`config.mk`:
```
export PLATFORM = sky130hd
export DESIGN_NAME = dsp_interrupt_vector_mask_unit
export DESIGN_NICKNAME = d
export VERILOG_FILES = /design/src/irq_vec_pkg.sv /design/src/dsp_interrupt_vector_mask_unit.sv
export VERILOG_INCLUDE_DIRS = /design/src
export SDC_FILE = /design/constraint.sdc
export NUM_CORES = 1
export LEC_CHECK = 0
export BUFFER_PORTS_ARGS = -buffer_cell sky130_fd_sc_hd__clkbuf_2
export CAP_MARGIN = 5
export CORE_MARGIN = 2
export CORE_UTILIZATION = 50
export DETAILED_ROUTE_END_ITERATION = 6
export PLACE_DENSITY = 0.76
export SLEW_MARGIN = 20
export SYNTH_ARGS = -nofsm -noshare
export SYNTH_HDL_FRONTEND = slang
export SYNTH_SLANG_ARGS = --single-unit
```
`constraint.sdc`:
```
create_clock -name clk_sys -period 3.9 [get_ports clk_sys]
set_input_delay 0.195 -clock clk_sys [delete_from_list [all_inputs] [get_ports clk_sys]]
set_output_delay 0.195 -clock clk_sys [all_outputs]
set_load 0.02 [all_outputs]
```
`src/irq_vec_consts.svh`:
```
/*
 Constants of the interrupt vector and mask unit: register offsets, flag bit
 positions, trap numbers and widths. Assumes inclusion by bare name.
*/
`ifndef IRQ_VEC_CONSTS_SVH
`define IRQ_VEC_CONSTS_SVH

`define REG_ADDR_W 4
`define REG_DATA_W 16
`define FLAG_W 14
`define TRAP_W 5
`define OFFSET_W 7
`define PIN_W 6
`define SHARE_W 4

`define ADDR_FLAGS 4'h0
`define ADDR_ENABLES 4'h1
`define ADDR_SHARE 4'h2
`define ADDR_TRAP 4'h3
`define ADDR_VECTOR 4'h4

`define FLAGS_RESET 14'h0000
`define ENABLES_RESET 14'h0000
`define SHARE_RESET 4'h0

`define BIT_EXT0 0
`define BIT_EXT1 1
`define BIT_EXT2 2
`define BIT_TIMER 3
`define BIT_S0RX 4
`define BIT_S0TX 5
`define BIT_S2RX 6
`define BIT_S2TX 7
`define BIT_EXT3 8
`define BIT_HOST 9
`define BIT_S1RX 10
`define BIT_S1TX 11
`define BIT_DMA4 12
`define BIT_DMA5 13

`define SHARE_S2RX 0
`define SHARE_S2TX 1
`define SHARE_S1RX 2
`define SHARE_S1TX 3

`define PIN_NMI 4
`define PIN_RESET 5

`define TRAP_RESET 5'h00
`define TRAP_NMI 5'h01
`define TRAP_SOFT_FIRST 5'h02
`define TRAP_SOFT_LAST 5'h0F
`define TRAP_HW_BASE 5'h10
`define TRAP_LAST 5'h1D
`define OFFSET_SHIFT_PAD 2'h0

`endif

```
`src/irq_vec_pkg.sv`:
```
/*
 Types of the interrupt vector and mask unit. Assumes irq_vec_consts.svh
 is on the include path.
*/
`default_nettype none
`include "irq_vec_consts.svh"

package irq_vec_pkg;
   typedef logic [`TRAP_W-1:0] trap_t;
   typedef logic [`OFFSET_W-1:0] offset_t;
   typedef logic [`REG_DATA_W-1:0] word_t;
   typedef logic [`REG_ADDR_W-1:0] addr_t;

   typedef struct packed {
      logic [`PIN_W-1:0] sync1;
      logic [`PIN_W-1:0] sync2;
      logic [`PIN_W-1:0] prev;
      logic [`FLAG_W-1:0] flags;
      logic [`FLAG_W-1:0] enables;
      logic [`SHARE_W-1:0] share;
      logic rst_pend;
      logic nmi_pend;
      logic soft_pend;
      trap_t soft_trap;
      logic vec_valid;
      trap_t vec_trap;
      offset_t vec_offset;
      logic irq_out;
      word_t rdata;
   } state_t;
endpackage : irq_vec_pkg

`default_nettype wire

```
`src/dsp_interrupt_vector_mask_unit.sv`:
```
/*
 Interrupt vector and mask unit of a fixed-point DSP core: flag and enable
 registers, source sharing, trap request and fixed-priority vectoring.
 Assumes pins are asynchronous and active high, peripheral event inputs are
 one-cycle pulses on clk_sys, and the core answers a request with core_ack.
*/
// The implementer's own choices: the plain strobed port and the placing of the registers.
// Operation
// - The vector for trap K lies at offset 4*K, K 0..29, traps 2..15 being software only.
// - Reset is trap 0 at offset 00 with top priority, the nonmaskable interrupt trap 1 next.
// - Maskable interrupts rank by trap number, trap 16 highest, trap 29 lowest.
// - Trap 22 serves serial port 2 receive, or DMA channel 0 when shared.
// - Trap 23 serves serial port 2 transmit, or DMA channel 1 when shared.
// - Traps 26 and 27 serve serial port 1 receive and transmit, or DMA channels 2 and 3.
// - Trap 28 serves DMA channel 4, trap 29 DMA channel 5, traps 30 and 31 are unused.
// - Flags and enables share one 16-bit layout, one bit per maskable source.
// - Bits 0..2 are external interrupts 0..2 and bit 3 the timer.
// - Bits 4,5 are serial port 0 receive and transmit, bits 6,7 serial port 2 or DMA 0,1.
// - Bit 8 is external interrupt 3 and bit 9 the host port interrupt.
// - Bits 10,11 are serial port 1 or DMA 2,3, bits 12,13 DMA channels 4 and 5.
// - Bits 15 and 14 are reserved and read as zero.
`timescale 1ns/1ps
`default_nettype none
`include "irq_vec_consts.svh"

module dsp_interrupt_vector_mask_unit (
   input wire logic clk_sys,
   input wire logic rst,
   input wire logic reset_pin,
   input wire logic nmi_pin,
   input wire logic ext_irq_zero,
   input wire logic ext_irq_one,
   input wire logic ext_irq_two,
   input wire logic ext_irq_three,
   input wire logic timer_irq,
   input wire logic serial0_rx_irq,
   input wire logic serial0_tx_irq,
   input wire logic serial1_rx_irq,
   input wire logic serial1_tx_irq,
   input wire logic serial2_rx_irq,
   input wire logic serial2_tx_irq,
   input wire logic host_port_irq,
   input wire logic dma_ch0_irq,
   input wire logic dma_ch1_irq,
   input wire logic dma_ch2_irq,
   input wire logic dma_ch3_irq,
   input wire logic dma_ch4_irq,
   input wire logic dma_ch5_irq,
   input wire irq_vec_pkg::addr_t reg_addr,
   input wire irq_vec_pkg::word_t reg_wdata,
   input wire logic reg_wr,
   input wire logic reg_rd,
   output irq_vec_pkg::word_t reg_rdata,
   input wire logic core_ack,
   output logic core_req,
   output irq_vec_pkg::trap_t core_trap,
   output irq_vec_pkg::offset_t core_offset,
   output logic irq_level
);
   import irq_vec_pkg::*;

   state_t st;
   state_t st_next;
   logic [`PIN_W-1:0] pin_edge;
   logic [`FLAG_W-1:0] set_mask;
   logic [`FLAG_W-1:0] clr_mask;
   logic [`FLAG_W-1:0] pending;
   trap_t wr_trap;
   logic taken;

   always_comb begin
      st_next = st;
      // Pins cross into clk_sys; only sync2 and prev feed the edge detect
      st_next.sync1 = {reset_pin, nmi_pin, ext_irq_three, ext_irq_two, ext_irq_one,
                       ext_irq_zero};
      st_next.sync2 = st.sync1;
      st_next.prev = st.sync2;
      pin_edge = st.sync2 & ~st.prev;
      taken = core_ack & st.vec_valid;
      wr_trap = reg_wdata[`TRAP_W-1:0];

      set_mask = '0;
      set_mask[`BIT_EXT0] = pin_edge[`BIT_EXT0];
      set_mask[`BIT_EXT1] = pin_edge[`BIT_EXT1];
      set_mask[`BIT_EXT2] = pin_edge[`BIT_EXT2];
      set_mask[`BIT_TIMER] = timer_irq;
      set_mask[`BIT_S0RX] = serial0_rx_irq;
      set_mask[`BIT_S0TX] = serial0_tx_irq;
      set_mask[`BIT_S2RX] = st.share[`SHARE_S2RX] ? dma_ch0_irq : serial2_rx_irq;
      set_mask[`BIT_S2TX] = st.share[`SHARE_S2TX] ? dma_ch1_irq : serial2_tx_irq;
      set_mask[`BIT_EXT3] = pin_edge[3];
      set_mask[`BIT_HOST] = host_port_irq;
      set_mask[`BIT_S1RX] = st.share[`SHARE_S1RX] ? dma_ch2_irq : serial1_rx_irq;
      set_mask[`BIT_S1TX] = st.share[`SHARE_S1TX] ? dma_ch3_irq : serial1_tx_irq;
      set_mask[`BIT_DMA4] = dma_ch4_irq;
      set_mask[`BIT_DMA5] = dma_ch5_irq;
      // Software may force a maskable trap by its number
      if (reg_wr && reg_addr == `ADDR_TRAP) begin
         for (int i = 0; i < `FLAG_W; i++) begin
            if (wr_trap == trap_t'(`TRAP_HW_BASE + i)) begin
               set_mask[i] = 1'b1;
            end
         end
      end

      clr_mask = '0;
      if (reg_wr && reg_addr == `ADDR_FLAGS) begin
         clr_mask = reg_wdata[`FLAG_W-1:0];
      end
      if (taken) begin
         for (int i = 0; i < `FLAG_W; i++) begin
            if (st.vec_trap == trap_t'(`TRAP_HW_BASE + i)) begin
               clr_mask[i] = 1'b1;
            end
         end
      end
      // Clear first, then set: an event in the clearing cycle survives
      st_next.flags = (st.flags & ~clr_mask) | set_mask;

      if (reg_wr && reg_addr == `ADDR_ENABLES) begin
         st_next.enables = reg_wdata[`FLAG_W-1:0];
      end
      if (reg_wr && reg_addr == `ADDR_SHARE) begin
         st_next.share = reg_wdata[`SHARE_W-1:0];
      end

      if (taken && st.vec_trap == `TRAP_RESET) begin
         st_next.rst_pend = 1'b0;
      end
      if (taken && st.vec_trap == `TRAP_NMI) begin
         st_next.nmi_pend = 1'b0;
      end
      if (taken && st.soft_pend && st.vec_trap == st.soft_trap) begin
         st_next.soft_pend = 1'b0;
      end
      if (pin_edge[`PIN_RESET]) begin
         st_next.rst_pend = 1'b1;
      end
      if (pin_edge[`PIN_NMI]) begin
         st_next.nmi_pend = 1'b1;
      end
      if (reg_wr && reg_addr == `ADDR_TRAP) begin
         if (wr_trap == `TRAP_RESET) begin
            st_next.rst_pend = 1'b1;
         end else if (wr_trap == `TRAP_NMI) begin
            st_next.nmi_pend = 1'b1;
         end else if (wr_trap >= `TRAP_SOFT_FIRST && wr_trap <= `TRAP_SOFT_LAST) begin
            // Software traps bypass masking and rank behind a pending reset or NMI only: taken as written
            st_next.soft_pend = 1'b1;
            st_next.soft_trap = wr_trap;
         end
      end

      // Vectoring on next state, so an acknowledged source never shows twice
      pending = st_next.flags & st_next.enables;
      st_next.vec_valid = 1'b1;
      st_next.vec_trap = `TRAP_RESET;
      if (st_next.rst_pend) begin
         st_next.vec_trap = `TRAP_RESET;
      end else if (st_next.nmi_pend) begin
         st_next.vec_trap = `TRAP_NMI;
      end else if (st_next.soft_pend) begin
         st_next.vec_trap = st_next.soft_trap;
      end else if (pending != '0) begin
         for (int i = `FLAG_W - 1; i >= 0; i--) begin
            if (pending[i]) begin
               st_next.vec_trap = trap_t'(`TRAP_HW_BASE + i);
            end
         end
      end else begin
         st_next.vec_valid = 1'b0;
      end
      st_next.vec_offset = {st_next.vec_trap, `OFFSET_SHIFT_PAD};
      st_next.irq_out = |pending;

      st_next.rdata = '0;
      if (reg_rd) begin
         unique case (reg_addr)
            `ADDR_FLAGS: st_next.rdata = {2'h0, st.flags};
            `ADDR_ENABLES: st_next.rdata = {2'h0, st.enables};
            `ADDR_SHARE: st_next.rdata = {12'h000, st.share};
            `ADDR_TRAP: st_next.rdata = {10'h000, st.soft_pend, st.soft_trap};
            `ADDR_VECTOR: st_next.rdata = {st.vec_valid, 8'h00, st.vec_offset};
            default: st_next.rdata = '0;
         endcase
      end
   end

   always_ff @(posedge clk_sys or posedge rst) begin
      if (rst) begin
         st <= '0;
         st.flags <= `FLAGS_RESET;
         st.enables <= `ENABLES_RESET;
         st.share <= `SHARE_RESET;
      end else begin
         st <= st_next;
      end
   end

   assign core_req = st.vec_valid;
   assign core_trap = st.vec_trap;
   assign core_offset = st.vec_offset;
   assign irq_level = st.irq_out;
   assign reg_rdata = st.rdata;

   // Helper for the ranking check: enabled flags better than the shown one
   logic [`FLAG_W-1:0] better_pending;
   always_comb begin
      better_pending = '0;
      for (int i = 0; i < `FLAG_W; i++) begin
         if (core_trap > trap_t'(`TRAP_HW_BASE + i)) begin
            better_pending[i] = st.flags[i] & st.enables[i];
         end
      end
   end
endmodule : dsp_interrupt_vector_mask_unit

`default_nettype wire

```
Word level (Yosys, flattened, before mapping):

Cells that the tools add are included.
W data, S select, Z words.

* input port bits: 45
* register bits after elaboration: 81
* word-level logic and storage cells: 143
* output and inout bits: 30

* magnitude comparators: 2
* bitwise logic cells: 7
* equal/unequal tests: 35
* reduce and logical (&&, ||, !) cells: 14
* muxes and demuxes: 71

Operators with widths (count)
* $eq A5 B5 Y1 const B: 28
* $mux W5: 18
* $pmux W16 S5: 1
* $mux W14: 4
* $mux W1: 43
* $and A14 B14 Y14: 2
* $mux W16: 1
* $not A14 Y14: 1
* $or A14 B14 Y14: 1
* $reduce_bool A14 Y1: 1
* $reduce_or A14 Y1: 1
* $mux W6: 2
* $eq A5 B1 Y1 const B: 2
* $logic_not A5 Y1: 2
* $logic_and A1 B1 Y1: 9
* $eq A4 B2 Y1 const B: 2
* $mux W8: 1
* $mux W7: 1
* $and A6 B6 Y6: 1
* $not A6 Y6: 1
* $eq A5 B5 Y1: 1
* $ge A5 B2 Y1 const B: 1
* $le A5 B4 Y1 const B: 1
* $eq A4 B1 Y1 const B: 1
* 3 further kinds: 3

Longest topological paths before layout:

* depth after elaboration: 27
* depth in mapped cells: 9

Worst setup path after synthesis:

No wires, ideal clock.

* path type: reg-to-reg
* start: register core_offset[5] (netlist name)
* end: register st, in the netlist core_offset[4]
* stages on the path, launching flop included: 8
* data arrival time: 1.924 ns
* library setup time: 0.078 ns
* data required time: 3.822 ns
* setup slack: 1.898 ns
* cells stage by stage: dfrtp_1 > or3b_1 > o21ai_0 > a31oi_1 > o31ai_4 > nand4_2 > or3_1 > o2bb2ai_1

RTL lines
* to (signal assigned): RTL line dsp_interrupt_vector_mask_unit.sv:196 `st <= st_next;`
* to (decl): RTL line dsp_interrupt_vector_mask_unit.sv:62 `state_t st;`

==> impl_metrics.toml <==
[status]
outcome = "complete, no violations"

[floorplan]
die_h_um = 94.1
core_um2 = 7810
dieArea_um2 = 8850
num_rows = 32
ios = 75
start_util = 0.520
die_x_um = 94.1

[sta]
rsz0062_at_grt = "false"
tightest_slew_ns = 0.914
finalCritPeriodShare = 0.650
setup_tns_ns = 0
slew_viol_final = 0
skew_ns = 0.00807
setup-violations-final = 0
finalWorstPathRequiredPeriod_ns = 2.53
clock.fmax_mhz = 395
slew_headroom = 0.382
hold_violations = 0

[setup_path]
cp_cell_sequence = "nand4b_1 -> o21ai_0 -> a31oi_1 -> o31ai_1 -> nand4_1 -> nor3_2 -> a211oi_1"
startpoint_type = "register"
crit_required_ns = 4.14
cp_top_family = "simple AND/OR/NAND/NOR gates"
crit_fanout = 9
critPathSlowestCell = "dfrtp_1"
crit_buf_inv = 0
slowest_delay_ns = 0.50
arrival_ns = 2.77
worstSetupPathType = "register to register"
critPathCaptureType = "register"

[detailed_routing]
first_iter_violations = 302
ant_nets = 0
avgRoutedWirePerCell_um = 19.7
vias_per_cell = 6.15
dr.pass1.iters = 5
vias = 3236
wirelength_mm = 10.4
drc = 0

[global_route]
use_met2 = 0.393
met3_usage = 0.0417
grt_remaining_overflow = 0
gr-usage-all-layers = 0.252
grtUsageMet1 = 0.347
antenna_found_initial = 0
top_usage_layer = "met2"
grt_pass1_vias = 3123
grt_max_degree = 50
grt_pass1_wl_mm = 16.4

[place]
dp_hpwl_mm = 7.57
dp.cells = 503
port_buffers = 69
place_congestion = 0.988

[power_and_ir_drop]
clock_power_share = 0.283
p_leak_nw = 2.12
power_mw = 2.26
pwr-share-comb = 0.260
p_int_mw = 1.51
power.switching_uw = 749
p_per_area_nw_per_um2 = 494
vdd_ir_drop_max_uv = 277
seq_power_share = 0.457
switching_share = 0.332

[cells_and_area]
insertedDiodeCount = 0
syn_to_final_growth_pct = 12.7
layout_common_cells = "80 x dfrtp_1, 69 x clkbuf_2, 24 x o21ai_0, 23 x nor2_1"
final_nets = 464
num-fill-cells = 679
drive_above_1_share = 0.316
final_common_cell = "dfrtp_1"
final_cells = 526

[clock_network]
cts_setup_buffers = 0
cts_hold_buf = 7
cts_resized = 0
cts_buffer_depth = 2
root_buffer = "clkbuf_8"
numCtsBuffers = 9
cts-htree-levels = 3
clk_latency_ns = 0.35
clkTransAtPathRegs_ns = 0.08
cts_tree = "done"
numClockSinks = 80

[logic_synthesis]
ys_warn_count = 0
yosysTopAreaCell = "dfrtp_1"
synthCells = 366
yosysSeqAreaShare = 0.494
ys.flop_type = "dfrtp_1"
synth_cell_types = 70
synth_edf_count = 0
synth.area.top_cells = "dfrtp_1 49%, buf_4 5.2%, mux2_2 4.4%"
synth-seq-cells = 80
yosysTopAreaCellShare = 0.494
ys_async_sr_fraction = 1.00
syn_area_per_cell_um2 = 11.1
syn_area_um2 = 4060

[job]
cap_viol_max_count = 0

[min_path]
hp-class = "input pin to register"
-- layer usage --
layer / part of all wire / up-vias / wire (um)
met5: 0 / - / 0
met2: 0.47 / 178 / 4880
met3: 0.082 / 27 / 855
li1: - / 1420 / -
met1: 0.42 / 1611 / 4370
met4: 0.026 / 0 / 265
-- flip-flops by register name, indices dropped and copies added, names as in the netlist --
register     count
core_req         1
core_offset      5
reg_rdata       15
irq_level        1
st              58
-- cell families after synthesis --
| family | Yosys count | share of synthesized area |
|---|---|---|
| other | 1 | 0.000924 |
| DFF | 80 | 0.494 |
| buffers and inverters | 53 | 0.0780 |
| and+or+nand+nor | 114 | 0.172 |
| AOI/OAI and AO/OA | 79 | 0.140 |
| xor gates and xnor gates | 3 | 0.00648 |
| muxes | 36 | 0.109 |
-- synth_stat cells (5+ instances only) --
cell type / number
dfrtp_1: 80
o21ai_0: 24
mux2i_1: 11
clkbuf_1: 5
or3_1: 5
and3_1: 15
nand3_1: 5
mux2_2: 16
nand2_1: 16
and2_1: 5
a31oi_1: 10
o21ai_1: 6
buf_4: 28
mux2_4: 7
nand4_1: 6
nor2_1: 23
inv_1: 14
-- worst register-to-register path: cells and delay by family, from the launching register on --
family | cells | cell delay (ns)
flip-flops | 1 | 0.50
AND/OR/NAND/NOR | 3 | 1.07
AO/OA/AOI/OAI | 4 | 0.83
-- area by class of cell --
type | instances | area [um2] | share of cell area
Tap cell | 102 | 128 | 0.0279
Timing Repair Buffer | 79 | 438 | 0.0958
Inverter | 14 | 53.8 | 0.0118
Multi-Input combinational cell | 235 | 1750 | 0.382
Sequential cell | 80 | 2000 | 0.438
Clock buffer | 12 | 155 | 0.0339
Clock inverter | 4 | 51.3 | 0.0112
-- through the flow --
step	utilization	hold slack [ns]	area [um2]	worst slack [ns]
2_1_floorplan	-	0.226	4060	1.65
3_3_place_gp	0.550	0.304	4300	1.23
3_5_place_dp	0.550	0.305	4300	1.17
4_1_cts	0.586	0.0793	4570	1.45
5_1_grt	0.586	0.0895	4570	1.26
6_report	0.586	0.0927	4570	1.37
-- path summary, 6_finish.rpt --
path	start	end	slack [ns]	cells after the start
hold reg to reg	st[85]	st[79]	0.35	0
min in group asynchronous	rst	st[54]	0.50	3
hold / removal	reg_wdata[7]	st[49]	0.09	2
setup / recovery	core_offset[3]	core_offset[6]	1.37	7
max in group asynchronous	rst	st[47]	2.49	4
setup reg to reg	core_offset[3]	core_offset[6]	1.37	7
-- power groups by stage --
| stage | logic (mW) | registers [mW] | clock network [mW] |
|---|---|---|---|
| 6_report | 0.587 | 1.03 | 0.638 |
| 5_1_grt | 0.634 | 1.04 | 0.683 |
| 4_1_cts | 0.578 | 1.03 | 0.647 |
| 3_5_place_dp | 0.570 | 1.05 | 0 |
| 3_3_place_gp | 0.557 | 1.04 | 0 |
| 2_1_floorplan | 0.458 | 1.00 | 0 |
Note: power is estimated with default switching activity, not from simulation.
